--- config.mk ---
export PLATFORM = sky130hd
export DESIGN_NAME = stpb_bank
export DESIGN_NICKNAME = d
export VERILOG_FILES = /design/src/rtl/stpb_debounce.v /design/src/rtl/stpb_bank.v
export VERILOG_INCLUDE_DIRS = /design/src /design/src/rtl
export SDC_FILE = /design/constraint.sdc
export NUM_CORES = 1
export LEC_CHECK = 0
export BUFFER_PORTS_ARGS = -buffer_cell sky130_fd_sc_hd__buf_2
export CORE_ASPECT_RATIO = 0.6
export CORE_UTILIZATION = 57
export DETAILED_ROUTE_END_ITERATION = 8
export PLACE_DENSITY_LB_ADDON = 0.1
export SYNTH_ARGS = -nofsm -noshare
export SYNTH_HDL_FRONTEND = slang
export SYNTH_SLANG_ARGS = --single-unit
--- constraint.sdc ---
create_clock -name clk_i -period 28 [get_ports clk_i]
set_input_delay 5.6 -clock clk_i [delete_from_list [all_inputs] [get_ports clk_i]]
set_output_delay 5.6 -clock clk_i [all_outputs]
set_load 0.02 [all_outputs]
--- src/rtl/stpb_defines.vh ---
/*
 parameter offsets, reset values, ranges, command codes and timing counts
 for the servo tuning parameter bank.
 assumes it is included by its bare name and holds definitions only.
*/
`ifndef STPB_DEFINES_VH
`define STPB_DEFINES_VH
// word addresses of the bank
`define STPB_ADDR_RATE 16'h020a
`define STPB_ADDR_KINT 16'h020c
`define STPB_ADDR_FFWD 16'h020e
`define STPB_ADDR_CMD 16'h0210
`define STPB_ADDR_DEB 16'h0212
// reset values
`define STPB_RST_RATE 16'h0064
`define STPB_RST_KINT 16'h0064
`define STPB_RST_FFWD 16'h0000
`define STPB_RST_CMD 16'h0000
`define STPB_RST_DEB 16'h0002
// accepted ranges
`define STPB_RATE_MIN 16'h000a
`define STPB_RATE_MAX 16'h01f4
`define STPB_KINT_MAX 16'h03ff
`define STPB_FFWD_MAX 16'h0064
`define STPB_DEB_MAX 16'h0014
// command codes
`define STPB_CMD_FACTORY 16'h000a
`define STPB_CMD_EXTRA 16'h0014
`define STPB_CMD_BLOCK 16'h0016
`define STPB_CMD_FORCE_ON 16'h0196
`define STPB_CMD_FORCE_OFF 16'h0190
// debounce step: 2 ms at 100 MHz
`define STPB_STEP_MS 2
`define STPB_CLK_MHZ 100
`define STPB_STEP_CYC (`STPB_STEP_MS * 1000 * `STPB_CLK_MHZ)
// one percent scale for the gain product
`define STPB_PCT 16'h0064
`endif

--- src/rtl/stpb_debounce.v ---
/*
 one digital input debouncer: three-flop synchroniser plus a hold counter
 counted in 2 ms step pulses.
 assumes step_i is a one-cycle pulse from a shared divider on clk_i.
*/
`default_nettype none
module stpb_debounce (
  input wire clk_i,
  input wire rst_i,
  input wire din_i, // raw pin, asynchronous
  input wire step_i, // one pulse per 2 ms
  input wire [4:0] steps_i, // filter length in steps
  output reg dout_o // filtered level
);
  reg s1_r; // first stage, read only by s2_r
  reg s2_r;
  reg s3_r;
  reg [4:0] cnt_r; // steps the new level has held
  // synchroniser chain
  always @(posedge clk_i)
  begin
    if (rst_i)
    begin
      s1_r <= 1'b0;
      s2_r <= 1'b0;
      s3_r <= 1'b0;
    end
    else
    begin
      s1_r <= din_i;
      s2_r <= s1_r;
      s3_r <= s2_r;
    end
  end
  // a change counts once s2 and s3 agree and differ from the output
  always @(posedge clk_i)
  begin
    if (rst_i)
    begin
      cnt_r <= 5'h00;
      dout_o <= 1'b0;
    end
    else if (s2_r != s3_r || s3_r == dout_o)
      cnt_r <= 5'h00; // unstable or no change: restart
    else if (cnt_r >= steps_i)
    begin
      dout_o <= s3_r;
      cnt_r <= 5'h00;
    end
    else if (step_i)
      cnt_r <= cnt_r + 5'h01;
  end
endmodule // stpb_debounce
`default_nettype wire

--- src/rtl/stpb_bank.v ---
/*
 servo tuning parameter bank: 16-bit parameter words written from the
 keypad or serial link, range checked, plus the special command decode,
 scaled speed gain and debounced digital inputs.
 assumes wr_i/rd_i are one-cycle strobes synchronous to clk_i and that
 factory reset is acted on by the power-up loader via factory_pend_o.
*/
// How it works
// - rate 10..500 applied only while switching
// - integral gain 0..1023 stored, output
// - feed-forward 0..100, default zero, applied
// - code 10 flags factory reset next power-up; ignored while servo is on
// - code 20 unlocks extra group-four parameter
// - code 22 unlocks group-four parameters 11..19
// - code 406 enters forced output mode
// - code 400 leaves forced output mode
// - inputs filtered for setting times 2 ms
`default_nettype none
`include "stpb_defines.vh"
module stpb_bank (
  input wire clk_i,
  input wire rst_i,
  input wire wr_i, // write strobe
  input wire rd_i, // read strobe
  input wire [15:0] addr_i, // parameter word address
  input wire [15:0] wdata_i, // write value
  output reg [15:0] rdata_o, // read value
  output reg rvalid_o, // read answer pulse
  output reg wr_ack_o, // write accepted pulse
  output reg wr_err_o, // write refused pulse
  input wire servo_on_i, // drive enabled
  input wire gain_switch_condition_i, // switching condition met
  input wire [15:0] base_gain_i, // unscaled speed gain
  output reg [15:0] gain_o, // speed gain to the loop
  output reg [15:0] speed_integral_gain_o,
  output reg [15:0] speed_feedforward_o,
  output reg factory_pend_o, // restore defaults at next power-up
  output reg group4_extra_param_en_o,
  output reg group4_block_en_o,
  output reg force_out_o, // forced digital output mode
  input wire [7:0] forced_do_i, // forced output pattern
  input wire [7:0] normal_do_i, // normal function outputs
  output reg [7:0] do_o, // digital outputs
  input wire [7:0] di_i, // raw digital inputs
  output reg [7:0] di_o // debounced inputs
);
  localparam [31:0] STEP_CYC = `STPB_STEP_CYC;
  reg [15:0] gain_switch_rate_r;
  reg [15:0] speed_integral_gain_r;
  reg [15:0] speed_feedforward_r;
  reg [15:0] special_command_r;
  reg [15:0] debounce_time_r;
  reg force_r; // forced output latch
  reg [31:0] div_r; // 2 ms step divider
  reg step_r; // one-cycle step pulse
  wire [7:0] di_f; // filtered inputs
  wire [31:0] prod; // base gain times rate
  wire [31:0] scaled; // prod over one hundred
  wire in_range; // write value legal for target
  wire hit; // address maps to the bank

  // legal-range check per address, used for write refusal
  function range_ok;
    input [15:0] a;
    input [15:0] v;
    begin
      case (a)
        `STPB_ADDR_RATE: range_ok = (v >= `STPB_RATE_MIN) && (v <= `STPB_RATE_MAX);
        `STPB_ADDR_KINT: range_ok = (v <= `STPB_KINT_MAX);
        `STPB_ADDR_FFWD: range_ok = (v <= `STPB_FFWD_MAX);
        `STPB_ADDR_CMD: range_ok = 1'b1; // full 16-bit range
        `STPB_ADDR_DEB: range_ok = (v <= `STPB_DEB_MAX);
        default: range_ok = 1'b0;
      endcase
    end
  endfunction

  // address decode, used only for the read port's default answer
  function is_mapped;
    input [15:0] a;
    begin
      is_mapped = (a == `STPB_ADDR_RATE) || (a == `STPB_ADDR_KINT) ||
        (a == `STPB_ADDR_FFWD) || (a == `STPB_ADDR_CMD) || (a == `STPB_ADDR_DEB);
    end
  endfunction

  assign in_range = range_ok(addr_i, wdata_i);
  assign hit = is_mapped(addr_i);

  // parameter storage; refused writes keep the old word
  always @(posedge clk_i)
  begin
    if (rst_i)
    begin
      gain_switch_rate_r <= `STPB_RST_RATE;
      speed_integral_gain_r <= `STPB_RST_KINT;
      speed_feedforward_r <= `STPB_RST_FFWD;
      special_command_r <= `STPB_RST_CMD;
      debounce_time_r <= `STPB_RST_DEB;
      wr_ack_o <= 1'b0;
      wr_err_o <= 1'b0;
    end
    else
    begin
      wr_ack_o <= wr_i && in_range;
      wr_err_o <= wr_i && !in_range;
      if (wr_i && in_range)
      begin
        case (addr_i)
          `STPB_ADDR_RATE: gain_switch_rate_r <= wdata_i;
          `STPB_ADDR_KINT: speed_integral_gain_r <= wdata_i;
          `STPB_ADDR_FFWD: speed_feedforward_r <= wdata_i;
          `STPB_ADDR_CMD: special_command_r <= wdata_i;
          `STPB_ADDR_DEB: debounce_time_r <= wdata_i;
          default: ; // unreachable: range_ok refuses unmapped
        endcase
      end
    end
  end

  // command side effects; factory code accepted but ignored while servo is on
  always @(posedge clk_i)
  begin
    if (rst_i)
    begin
      factory_pend_o <= 1'b0;
      force_r <= 1'b0;
    end
    else if (wr_i && addr_i == `STPB_ADDR_CMD)
    begin
      case (wdata_i)
        `STPB_CMD_FACTORY:
          if (!servo_on_i)
            factory_pend_o <= 1'b1; // held until power cycle
        `STPB_CMD_FORCE_ON: force_r <= 1'b1;
        `STPB_CMD_FORCE_OFF: force_r <= 1'b0;
        default: ; // no special effect
      endcase
    end
  end

  // unlock levels follow the held command word
  always @(posedge clk_i)
  begin
    if (rst_i)
    begin
      group4_extra_param_en_o <= 1'b0;
      group4_block_en_o <= 1'b0;
      force_out_o <= 1'b0;
    end
    else
    begin
      group4_extra_param_en_o <= (special_command_r == `STPB_CMD_EXTRA);
      group4_block_en_o <= (special_command_r == `STPB_CMD_BLOCK);
      force_out_o <= force_r;
    end
  end

  // gain scaling; divide by a constant, synthesis maps it to multiply
  assign prod = base_gain_i * gain_switch_rate_r;
  assign scaled = prod / {16'h0000, `STPB_PCT};

  // loop-facing outputs, all registered
  always @(posedge clk_i)
  begin
    if (rst_i)
    begin
      gain_o <= 16'h0000;
      speed_integral_gain_o <= `STPB_RST_KINT;
      speed_feedforward_o <= `STPB_RST_FFWD;
      do_o <= 8'h00;
      di_o <= 8'h00;
    end
    else
    begin
      // saturate: a 500 percent rate can overflow 16 bits
      if (gain_switch_condition_i)
        gain_o <= (scaled[31:16] != 16'h0000) ? 16'hffff : scaled[15:0];
      else
        gain_o <= base_gain_i;
      speed_integral_gain_o <= speed_integral_gain_r;
      speed_feedforward_o <= speed_feedforward_r;
      do_o <= force_r ? forced_do_i : normal_do_i;
      di_o <= di_f;
    end
  end

  // register read port; unmapped reads answer zero
  always @(posedge clk_i)
  begin
    if (rst_i)
    begin
      rdata_o <= 16'h0000;
      rvalid_o <= 1'b0;
    end
    else
    begin
      rvalid_o <= rd_i;
      if (rd_i)
      begin
        case (addr_i)
          `STPB_ADDR_RATE: rdata_o <= gain_switch_rate_r;
          `STPB_ADDR_KINT: rdata_o <= speed_integral_gain_r;
          `STPB_ADDR_FFWD: rdata_o <= speed_feedforward_r;
          `STPB_ADDR_CMD: rdata_o <= special_command_r;
          `STPB_ADDR_DEB: rdata_o <= debounce_time_r;
          default: rdata_o <= hit ? 16'hffff : 16'h0000;
        endcase
      end
    end
  end

  // 2 ms step divider shared by all input filters
  always @(posedge clk_i)
  begin
    if (rst_i)
    begin
      div_r <= 32'h00000000;
      step_r <= 1'b0;
    end
    else if (div_r == STEP_CYC - 32'h00000001)
    begin
      div_r <= 32'h00000000;
      step_r <= 1'b1;
    end
    else
    begin
      div_r <= div_r + 32'h00000001;
      step_r <= 1'b0;
    end
  end

  // one filter per digital input
  genvar gi;
  generate
    for (gi = 0; gi < 8; gi = gi + 1)
    begin : g_deb
      stpb_debounce u_deb (
        .clk_i(clk_i),
        .rst_i(rst_i),
        .din_i(di_i[gi]),
        .step_i(step_r),
        .steps_i(debounce_time_r[4:0]),
        .dout_o(di_f[gi])
      );
    end
  endgenerate
endmodule // stpb_bank
`default_nettype wire

# Word level (Yosys, flattened, before mapping)
# Index checks and enable logic that the tools add are counted.
# op_classes
n_reduce_logical	43
mux	8
n_shift	0
add_sub_neg	9
n_lt_le_gt_ge	13
eq_ne	27
bitwise	9
n_mul	1
div	1
# ops
operator	n
16-bit by 10-bit == test with 1-bit output, second input constant	5
16-bit case mux with 5 select lines	1
16-bit two-way mux	3
5-bit by 1-bit adder with 5-bit output, second input constant	8
5-bit greater-or-equal comparator	8
32-bit by 1-bit adder with 32-bit output, second input constant	1
32-bit by 7-bit divider with 32-bit output, second input constant	1
16-bit by 5-bit == test with 1-bit output, second input constant	2
16-bit by 9-bit == test with 1-bit output, second input constant	2
32-bit by 18-bit == test with 1-bit output, second input constant	1
16-bit by 16-bit multiplier with 32-bit output	1
2-bit AND reduction	14
3-bit OR reduction	8
16-bit by 4-bit == test with 1-bit output, second input constant	1
16-bit by 4-bit greater-or-equal comparator with 1-bit output, second input constant	1
16-bit by 10-bit less-or-equal comparator with 1-bit output, second input constant	1
16-bit by 5-bit less-or-equal comparator with 1-bit output, second input constant	1
16-bit by 7-bit less-or-equal comparator with 1-bit output, second input constant	1
16-bit by 9-bit less-or-equal comparator with 1-bit output, second input constant	1
16-bit nonzero test	1
1-bit logical OR	12
1-bit NOT	9
1-bit == test	8
8-bit two-way mux	1
9 further kinds	19
# word_totals
word_cells	172
latchBits	0
memories	0
reg_bits	273
ram_bits	0
in_bits	78
rom_bits	0
out_inout_bits	87

# Longest topological paths before layout
# Gate-level depths: netlist (run 1).
# logic_depth
ltp_word	7
depth_mapped	92
mapped_depth_nobuf	79

# Modules after synthesis
# Synthesis (run 1) repeated with hierarchy kept, for this count alone.
# hier_totals
hier_cells	3136
area_unflattened_um2	26464.1
# by_module_without_submodules
module	n_inst	cells_per_inst	seq_area_each_um2	area_per_inst_um2
stpb_bank	1	2712	4023.9	22514.1
stpb_debounce at g_deb[0].u_deb ...	7	53	180.2	493.0
stpb_debounce at g_deb[7].u_deb	1	53	180.2	499.2

# Worst setup path after synthesis (run 1)
# OpenSTA, ideal clock, no wires.
# synth_path
path_type	input-to-reg
from	input base_gain_i[13]
to	register gain_o[0]
t_arrival_ns	26.813
required_time_ns	27.914
path_stages	87
path_buffers	9
setup_slack_ns	1.100
cell_sequence	clkbuf_1 -> clkbuf_1 -> nand2_1 -> fa_1 -> inv_1 -> fa_1 -> inv_1 -> fa_1 -> inv_1 -> fa_1 -> fa_1 -> inv_1 -> fa_1 -> inv_1 -> ha_1 -> buf_2 -> nand2_1 -> or3_1 -> (+51 left out) -> o21a_1 -> o21ai_1 -> a21oi_1 -> o311a_1 -> a2111o_1 -> o21ai_2 -> o22ai_1 -> nor2_2 -> xnor2_1 -> a221oi_1 -> o31ai_1 -> nor2_1 -> a2111oi_1 -> nor4_1 -> or2_2 -> o32ai_1 -> a211oi_1 -> a221oi_2
# synth_between
elab_chain_len	5
# synth_lines
item	line	text
start: declaration	stpb_bank.v:33	input wire [15:0] base_gain_i,
16-bit by 16-bit multiplier with 32-bit output (*)	stpb_bank.v:160	assign prod = base_gain_i * gain_switch_rate_r;
32-bit by 7-bit divider with 32-bit output (*)	stpb_bank.v:161	assign scaled = prod / {16'h0000, `STPB_PCT};
16-bit nonzero test	stpb_bank.v:178	gain_o <= (scaled[31:16] != 16'h0000) ? 16'hffff : scaled[15:0];
16-bit two-way mux (*)	stpb_bank.v:178	
16-bit two-way mux (*)	stpb_bank.v:177	if (gain_switch_condition_i)
end signal: assignment	stpb_bank.v:178	
end signal: assignment	stpb_bank.v:180	gain_o <= base_gain_i;
end: declaration	stpb_bank.v:34	output reg [15:0] gain_o,
# Mark *: on every way between the ends. The rest lies on a longest branch, timed or not.
# A chain may end at the register's enable or synchronous reset.

# Final worst setup path (run 1)
# layout_path
from	input base_gain_i[7]
to	register gain_o[0]
# The elaborated chain is that of the path after synthesis.

==> summary.txt, run 1 <==
Clocking
  – CTS Buffer Depth: 3
  – CTS tree: done
  – TritonCTS buffer count: 25
  – H-tree levels: 1
  – Clock Root Buffer: clkbuf_16
  – Clk_lat worst skew: 0.59 ns
  – Worst-path clk slew: 0.07 ns
  – Clk sinks: 273

Setup path
  – Critical setup path kind: in -> reg
  – Reg2reg end: gain_o[0]
  – Worst R2R Setup Slack: 4.65 ns
  – Worst R2R Start: gain_switch_rate_r[3]
  – Critical path launch point type: input pin
  – Setup crit end kind: flip-flop
  – Worst stage delay on the critical path: 0.60 ns
  – Reg2Reg Depth: 84
  – Slowest cell on the critical path: or4b_4
  – Worst Path Arrival: 28.14 ns
  – Worst Path Max Fanout: 17
  – CP required: 28.49 ns

Placed design
  – Final GP Congestion: 0.995
  – IO buf count: 164
  – Hpwl dp: 57500 um

Synth
  – Syn nets: 3498
  – Top_reg_cell synth: dfxtp_1
  – Sequential area share after synthesis: 21.2%
  – Synth Area per Inst: 8.38 sq um
  – Largest cells by area after synthesis: dfxtp_1, fa_1, ha_1
  – Number of synthesized flops with an enable pin: 0
  – Flops & latches, synth: 273
  – Top-area cell type share of the netlist area: 21.2%
  – Post-Syn Area: 25700 sq um
  – Ys async rst share: 0%
  – Post-synthesis cell type count: 130
  – Mapped Cells: 3073
  – Post-synth top area cell: dfxtp_1
  – YS warnings: 0

Drt
  – Via count: 23800
  – Post-route ant nets: 0
  – Wire length per cell: 19.6 um
  – DR DRC count: 0
  – DR iter-0 viols: 2678
  – WL final: 76000 um
  – Vias per inst: 6.17
  – Drt pass-1 iters: 5

Timing
  – Setup violations, final: 0
  – Fin. Hold Viols: 0
  – Slew Limit Fails: 0
  – Max Clock Skew: 0.0336 ns
  – Tmin final: 27.65 ns
  – Worst Max-Slew Pin Slew: 1.20 ns
  – Part of the cycle the worst path needs: 98.7%
  – Post-route setup TNS: 0 ns
  – Max-slew headroom: 19.5%
  – Fmax: 0.0362 GHz

Finish
  – Multi-input logic area: 19700 sq um
  – Filler cell count: 3553
  – Share of layout cells above drive strength 1: 17.3%
  – Commonest cells after routing, fill and taps aside: nand2_1, dfxtp_1, nor2_1
  – FF/Latch Area: 5470 sq um
  – Commonest non-fill, non-tap cell in the layout: nand2_1
  – Final Core Density: 67.6%
  – Synth-to-layout area growth: 15.3%
  – Layout net count: 3697

Hold path
  – Sink of the worst hold path: g_deb[6].u_deb.s2_r
  – Class of the worst hold path: reg -> reg
  – WHS Path Cells: 1
  – Hold path startpoint: g_deb[6].u_deb.s1_r

Global route
  – Largest net degree at the start of global routing: 70
  – Global route overflow: 0
  – GR Util All Layers: 31.7%
  – Initial antenna violation count: 1
  – First-pass GRT wire length: 120000 um
  – Vias in the first global route: 22400

Floorplanning
  – DIE AREA: 46000 sq um
  – Die Y: 167 um
  – Rows: 59
  – Initial core utilization: 58.6%
  – Die extent in x: 276 um
  – Core Region: 43900 sq um
  – Ports: 165

Job
  – Max-Cap Viols: 0

Outcome
  – Status: finished, final reports clean
[state kept, by name, summed over array words and instances, names as in the netlist, 16 cells and up]
| register | flops |
|---|---|
| debounce_time_r | 16 |
| div_r | 32 |
| g_deb.u_deb.cnt_r | 40 |
| gain_o | 16 |
| gain_switch_rate_r | 16 |
| rdata_o | 16 |
| special_command_r | 16 |
| speed_feedforward_o | 16 |
| speed_feedforward_r | 16 |
| speed_integral_gain_o | 16 |
| speed_integral_gain_r | 16 |
[how the worst max path moves through the flow]
stage | slack [ns] | startpoint | end
2_1_floorplan | 1.10 | base_gain_i[13] | gain_o[0]
3_3_place_gp | -0.20 | base_gain_i[11] | gain_o[0]
3_5_place_dp | -0.82 | base_gain_i[11] | gain_o[0]
4_1_cts | 0.02 | base_gain_i[11] | gain_o[0]
5_1_grt | -0.47 | base_gain_i[4] | gain_o[0]
6_report | 0.35 | base_gain_i[7] | gain_o[0]
[cell type report]
type,count,area share [%]
inverters,243,3.07
clock inverters,12,0.641
multi-input cells,2415,66.4
clock buffers,30,2.31
flip-flops and latches,273,18.4
well taps,579,2.44
diodes,1,0.00843
repair buffers,314,6.75
[timing repair]
| action | in CTS | in global routing |
|---|---|---|
| cloned | 0 | 2 |
| buffers inserted | 1 | 32 |
| pin swaps | 1 | 44 |
| setup endpoints to repair | 2 | 4 |
| hold buffers | 0 | 0 |
| resized for setup | 9 | 165 |
[cells in the mapped netlist (16+ instances only)]
library cell and number:
nand2_1 324, o211ai_1 26, nor2b_1 87, a211oi_1 41
nand2b_1 33, clkbuf_1 113, mux2i_1 96, nor3_1 51
nand4_1 37, dfxtp_1 273, a211o_1 18, and3_1 20
inv_1 241, xnor2_1 63, o21ai_0 128, a21o_1 21
o221ai_1 24, nor4_1 29, fa_1 194, o21ai_1 24
a21oi_1 145, o21a_1 16, ha_1 153, xor2_1 72
nor2_1 246, and2_1 184, nand3_1 56, a31oi_1 21
[per-layer routing]
layer | GRT usage, % | share of wire (%) | wire length [um]
met3 | 6.90 | 9.7 | 7360
met1 | 49.3 | 47 | 35900
met2 | 45.0 | 42 | 31600
met4 | 4.91 | 1.4 | 1050
met5 | 0 | 0 | 0
[logic make-up after synthesis]
| group | share of synthesized area (%) |
|---|---|
| xor+xnor | 4.91 |
| flops | 21.2 |
| simple gates | 22.6 |
| buf+inv | 5.86 |
| fa+ha+maj | 22.8 |
| compound gates | 18.3 |
| mux | 4.23 |
[worst max-delay path, delay by kind of cell]
family | cells | cell delay [ns]
xor gates and xnor gates | 4 | 0.90
and+or+nand+nor | 18 | 4.91
buffers and inverters | 12 | 1.66
AOI/OAI and AO/OA | 38 | 9.75
muxes | 3 | 1.01
adders and majority gates | 9 | 4.27
[metrics by stage]
| step | instance area, sq um | instances | hold slack (ns) | setup WS, ns |
|---|---|---|---|---|
| after global placement | 27600 | 3789 | 0.425 | -0.198 |
| after detailed placement | 27600 | 3789 | 0.425 | -0.819 |
| after CTS | 28500 | 3832 | 0.441 | 0.0227 |
| after floorplan | 25700 | 3073 | 0.414 | 1.10 |
| after global routing | 29700 | 3867 | 0.467 | -0.465 |
| final | 29700 | 3867 | 0.437 | 0.351 |
Power of run 1 is left out: the tool's default activity adds up to more than one toggle a clock period on the data nets, which glitch-free logic cannot reach.
==> run 2: changes to the inputs <==
--- a/config.mk
+++ b/config.mk
@@ -8,8 +8,10 @@
 export LEC_CHECK = 0
 export BUFFER_PORTS_ARGS = -buffer_cell sky130_fd_sc_hd__buf_2
 export CORE_ASPECT_RATIO = 0.6
+export CORE_MARGIN = 5
 export CORE_UTILIZATION = 57
 export DETAILED_ROUTE_END_ITERATION = 8
+export MAX_ROUTING_LAYER = met4
 export PLACE_DENSITY_LB_ADDON = 0.1
 export SYNTH_ARGS = -nofsm -noshare
 export SYNTH_HDL_FRONTEND = slang
==> summary.txt, run 2 (synthesized netlist as in run 1, its figures left out) <==
Outcome
  – Status: finished, final reports clean

Finish
  – FF/Latch Area: 5470 sq um
  – Commonest non-fill, non-tap cell in the layout: nand2_1
  – Most flops, register: g_deb.u_deb.cnt_r
  – Filler cell count: 3706
  – Synth-to-layout area growth: 14.6%
  – Layout net count: 3709
  – Flip-flop count of the largest register, all copies and words added: 40
  – Share of layout cells above drive strength 1: 16.6%
  – Multi-input logic area: 19400 sq um
  – Design area: 29500 sq um
  – Largest regs: g_deb.u_deb.cnt_r: 40 flops, div_r: 32 flops
  – Ant diodes: 0
  – Commonest cells after routing, fill and taps aside: nand2_1, dfxtp_1, nor2_1

Drt
  – Post-route ant nets: 0
  – Drt pass-1 iters: 6
  – DR DRC count: 0
  – Top Metal Used: met4
  – Vias per inst: 6.13
  – Met2 Routed Length: 30000 um
  – Via count: 23800
  – WL met1: 37000 um
  – Wire length on met3: 7550 um
  – DR iter-0 viols: 2310
  – Wire length per cell: 19.4 um
  – WL final: 75500 um

Global route
  – Global route overflow: 0
  – Initial antenna violation count: 0
  – GR Util All Layers: 29.8%
  – Vias in the first global route: 22400
  – First-pass GRT wire length: 120000 um
  – Largest net degree at the start of global routing: 60

Floorplanning
  – Die extent in x: 284 um
  – Core Region: 44700 sq um
  – Die Y: 175 um
  – Ports: 165
  – Rows: 60
  – DIE AREA: 49600 sq um
  – Initial core utilization: 57.5%

Setup path
  – Worst Path Max Fanout: 19
  – Worst Path Arrival: 27.76 ns
  – Critical path launch point type: input pin
  – Worst stage delay on the critical path: 0.59 ns
  – Slowest cell on the critical path: or4_4
  – Critical setup path kind: in -> reg
  – Setup crit end kind: flip-flop
  – CP dominant cell by count: buf_4
  – CP required: 28.46 ns

Clocking
  – CTS Buffer Depth: 3
  – CTS Hold Bufs: 0
  – H-tree levels: 1
  – TritonCTS buffer count: 25
  – Worst-path clk slew: 0.06 ns
  – Clk_lat worst skew: 0.55 ns
  – Clock Root Buffer: clkbuf_16
  – CTS tree: done
  – Clk sinks: 273

Timing
  – Max Clock Skew: 0.0236 ns
  – Part of the cycle the worst path needs: 97.5%
  – Worst Max-Slew Pin Slew: 1.24 ns
  – Setup violations, final: 0
  – Max-slew headroom: 17.3%
  – Slew Limit Fails: 0
  – Tmin final: 27.31 ns
  – Fmax: 0.0366 GHz
  – Hold_ws: 0.436 ns
  – Fin. Hold Viols: 0

Placed design
  – Final GP Congestion: 0.975
  – Hpwl dp: 58600 um
  – Post-placement cell area: 27800 sq um
  – IO buf count: 164

Hold path
  – Class of the worst hold path: reg -> reg

Job
  – Max-Cap Viols: 0
## run 2: final timing paths
check	slack [ns]	endpoint	start	cells past startpoint
max	0.69	gain_o[0]	base_gain_i[4]	88
min reg2reg	0.44	g_deb[2].u_deb.s2_r	g_deb[2].u_deb.s1_r	1
min	0.44	g_deb[2].u_deb.s2_r	g_deb[2].u_deb.s1_r	1
max reg2reg	5.12	gain_o[0]	gain_switch_rate_r[2]	88
## run 2: metrics by stage
step / instances / util, % / setup TNS, ns / worst slack, ns
after global routing: 3890 / 65.9 / -0.505 / -0.264
after floorplan: 3073 / - / 0 / 1.10
after detailed placement: 3827 / 62.2 / -0.754 / -0.389
final: 3890 / 65.9 / 0 / 0.695
after global placement: 3827 / 62.2 / 0 / 0.185
after CTS: 3871 / 64.1 / 0 / 0.0978
## run 2: repair_timing
action | 4_1_cts | 5_1_grt
resized for setup | 0 | 129
setup endpoints to repair | 0 | 4
setup buffers | 0 | 19
## run 2: layout make-up
cell class              count  area share, %
clock buffers              32           2.31
clock inverters            12          0.636
inverters                 243           3.09
multi-input cells        2414           65.9
flip-flops and latches    273           18.5
well taps                 589           2.50
repair buffers            327           7.02
## run 2: worst max-delay path, delay by kind of cell
kind,cells,cell delay (ns)
xor+xnor,3,0.46
compound gates,45,11.57
buf+inv,15,2.43
simple gates,17,4.06
mux,1,0.38
fa+ha+maj,7,3.20
## run 2: layer usage
layer,GRT usage [%],up-vias
li1,-,11100
met1,47.8,11500
met3,6.27,91
met2,39.0,1113
met5,-,-
met4,3.40,0
Power of run 2 is left out for the same reason.
==> run 3: changes to the inputs <==
--- a/config.mk
+++ b/config.mk
@@ -6,10 +6,11 @@
 export SDC_FILE = /design/constraint.sdc
 export NUM_CORES = 1
 export LEC_CHECK = 0
+export ABC_AREA = 1
 export BUFFER_PORTS_ARGS = -buffer_cell sky130_fd_sc_hd__buf_2
 export CORE_ASPECT_RATIO = 0.6
 export CORE_MARGIN = 5
-export CORE_UTILIZATION = 57
+export CORE_UTILIZATION = 60
 export DETAILED_ROUTE_END_ITERATION = 8
 export MAX_ROUTING_LAYER = met4
 export PLACE_DENSITY_LB_ADDON = 0.1
==> constraint.sdc (replaced) <==
create_clock -name clk_i -period 28.9 [get_ports clk_i]
set_input_delay 5.78 -clock clk_i [delete_from_list [all_inputs] [get_ports clk_i]]
set_output_delay 5.78 -clock clk_i [all_outputs]
set_load 0.02 [all_outputs]
==> summary.txt, run 3 <==
Finish
  – Commonest cells after routing, fill and taps aside: inv_1, nand2_1, dfxtp_1
  – Flip-flop count of the largest register, all copies and words added: 40
  – Filler cell count: 3631
  – Most flops, register: g_deb.u_deb.cnt_r
  – Design area: 27200 sq um
  – Commonest non-fill, non-tap cell in the layout: inv_1
  – Largest regs: g_deb.u_deb.cnt_r: 40 flops, div_r: 32 flops
  – Synth-to-layout area growth: 8.15%
  – Final Core Density: 65.3%
  – Share of layout cells above drive strength 1: 15.7%
  – Layout net count: 3939

Drt
  – Post-route ant nets: 0
  – Via count: 21900
  – WL final: 63300 um
  – Drt pass-1 iters: 6
  – Wire length per cell: 15.4 um
  – DR iter-0 viols: 1851
  – Vias per inst: 5.34
  – DR DRC count: 0

Setup path
  – CP required: 29.39 ns
  – Setup crit end kind: flip-flop
  – Slowest cell on the critical path: fa_1
  – Worst R2R Setup Slack: 10.98 ns
  – Critical path launch point type: input pin
  – CP dominant cell by count: nand2_4
  – Worst Path Arrival: 23.15 ns
  – Worst stage delay on the critical path: 0.59 ns
  – Worst Path Max Fanout: 17
  – Critical setup path kind: in -> reg

Timing
  – Slew Limit Fails: 0
  – Max Clock Skew: 0.0254 ns
  – Setup violations, final: 0
  – Post-route setup TNS: 0 ns
  – Worst Max-Slew Pin Slew: 1.08 ns
  – Fmax: 0.0441 GHz
  – Tmin final: 22.66 ns
  – Max-slew headroom: 28.0%
  – Part of the cycle the worst path needs: 78.4%
  – RSZ-0062 raised after global routing: no
  – Fin. Hold Viols: 0

Synth
  – Mapped Cells: 3430
  – Flops & latches, synth: 273
  – Largest cells by area after synthesis: dfxtp_1, fa_1, inv_1
  – Post-synth top area cell: dfxtp_1
  – Top_reg_cell synth: dfxtp_1
  – Top-area cell type share of the netlist area: 21.8%
  – Synth Area per Inst: 7.32 sq um
  – Post-synthesis xor/xnor area fraction: 2.13%
  – Count leader, synth: inv_1
  – Post-synthesis cell type count: 65
  – YS warnings: 0
  – Sequential area share after synthesis: 21.8%
  – Synth Area in Simple Gates: 30.5%
  – Ys async rst share: 0%
  – Compound-cell area share of the yosys netlist: 9.03%
  – Synth cell count leaders: inv_1, nand2_1, dfxtp_1, nor2_1, fa_1
  – Post-Syn Area: 25100 sq um
  – Syn nets: 3855
  – Number of synthesized flops with an enable pin: 0
  – Post-Synth Adder-Cell Area: 23.1%
  – Multiplexer share of the synthesized area: 0.319%
  – Largest family of logic cells by synthesized area: simple AND/OR/NAND/NOR gates

Floorplanning
  – DIE AREA: 46200 sq um
  – Rows: 58
  – Ports: 165
  – Die Y: 168 um
  – Initial core utilization: 60.4%
  – Die extent in x: 274 um
  – Core Region: 41600 sq um

Global route
  – Vias in the first global route: 21200
  – Initial antenna violation count: 2
  – Largest net degree at the start of global routing: 78
  – GR Util All Layers: 28.2%
  – Global route overflow: 0
  – First-pass GRT wire length: 106000 um

Clocking
  – CTS Hold Bufs: 0
  – Cts repair resizes: 0
  – Setup bufs post-CTS: 0
  – CTS tree: done
  – Clk_lat worst skew: 0.58 ns
  – H-tree levels: 1
  – Worst-path clk slew: 0.07 ns
  – Clk sinks: 273
  – Clock Root Buffer: clkbuf_16
  – CTS Buffer Depth: 3
  – TritonCTS buffer count: 26

Hold path
  – Class of the worst hold path: reg -> reg

Placed design
  – Hpwl dp: 50100 um
  – IO buf count: 164
  – Final GP Congestion: 0.959
  – Post-placement cell area: 26300 sq um

Outcome
  – Status: finished, final reports clean

Job
  – Max-Cap Viols: 0
## run 3: changes by cell type in the layout (fill, tap and decap cells not counted), sizes merged, moves of 47 or more
cell / delta
and2: -182
inv: +501
mux2i: -89
buf: -150
xnor2: -53
nand2: +549
nor2b: -87
a211oi: -47
nand3: +120
## run 3: final timing paths
check | end | cells after the start | start
worst max register to register | gain_o[0] | 124 | gain_switch_rate_r[3]
worst min-delay path | g_deb[2].u_deb.s2_r | 2 | g_deb[2].u_deb.s1_r
worst max-delay path | gain_o[0] | 125 | base_gain_i[10]
worst min register to register | g_deb[2].u_deb.s2_r | 2 | g_deb[2].u_deb.s1_r
## run 3: metrics by stage
stage | worst slack [ns] | hold slack (ns) | cells
finish | 6.24 | 0.402 | 4105
global route | 4.84 | 0.424 | 4105
CTS | 6.37 | 0.402 | 4103
detailed placement | 5.88 | 0.393 | 4056
global placement | 6.49 | 0.389 | 4056
floorplan | 7.89 | 0.388 | 3430
## run 3: worst max-delay path, delay by kind of cell
| kind | cells | cell delay, ns |
|---|---|---|
| simple gates | 103 | 11.88 |
| compound gates | 6 | 0.97 |
| fa+ha+maj | 7 | 3.59 |
| buf+inv | 9 | 0.86 |
## run 3: final cells by class
type                    count  area (sq um)  share of cell area, %
diodes                      2          5.00                 0.0184
flip-flops and latches    273          5470                   20.1
inverters                 752          2870                   10.6
well taps                 570           713                   2.63
multi-input cells        2289         16300                   60.2
repair buffers            172           883                   3.25
clock inverters            16           205                  0.756
clock buffers              31           679                   2.50
## run 3: kinds of logic after synthesis
| kind of cell | after synthesis |
|---|---|
| compound gates | 374 |
| xor+xnor | 61 |
| fa+ha+maj | 347 |
| buf+inv | 868 |
| flops | 273 |
| mux | 8 |
| simple gates | 1499 |
## run 3: routing by layer
layer / vias to the layer above / wire length, um / share of wire [%] / global-route usage (%)
met2: 794 / 25800 / 41 / 40.2
met5: - / 0 / 0 / -
li1: 10800 / - / - / -
met1: 10200 / 30900 / 49 / 42.6
met3: 80 / 5630 / 8.9 / 5.03
met4: 0 / 983 / 1.6 / 4.60
Power of run 3 is left out for the same reason.
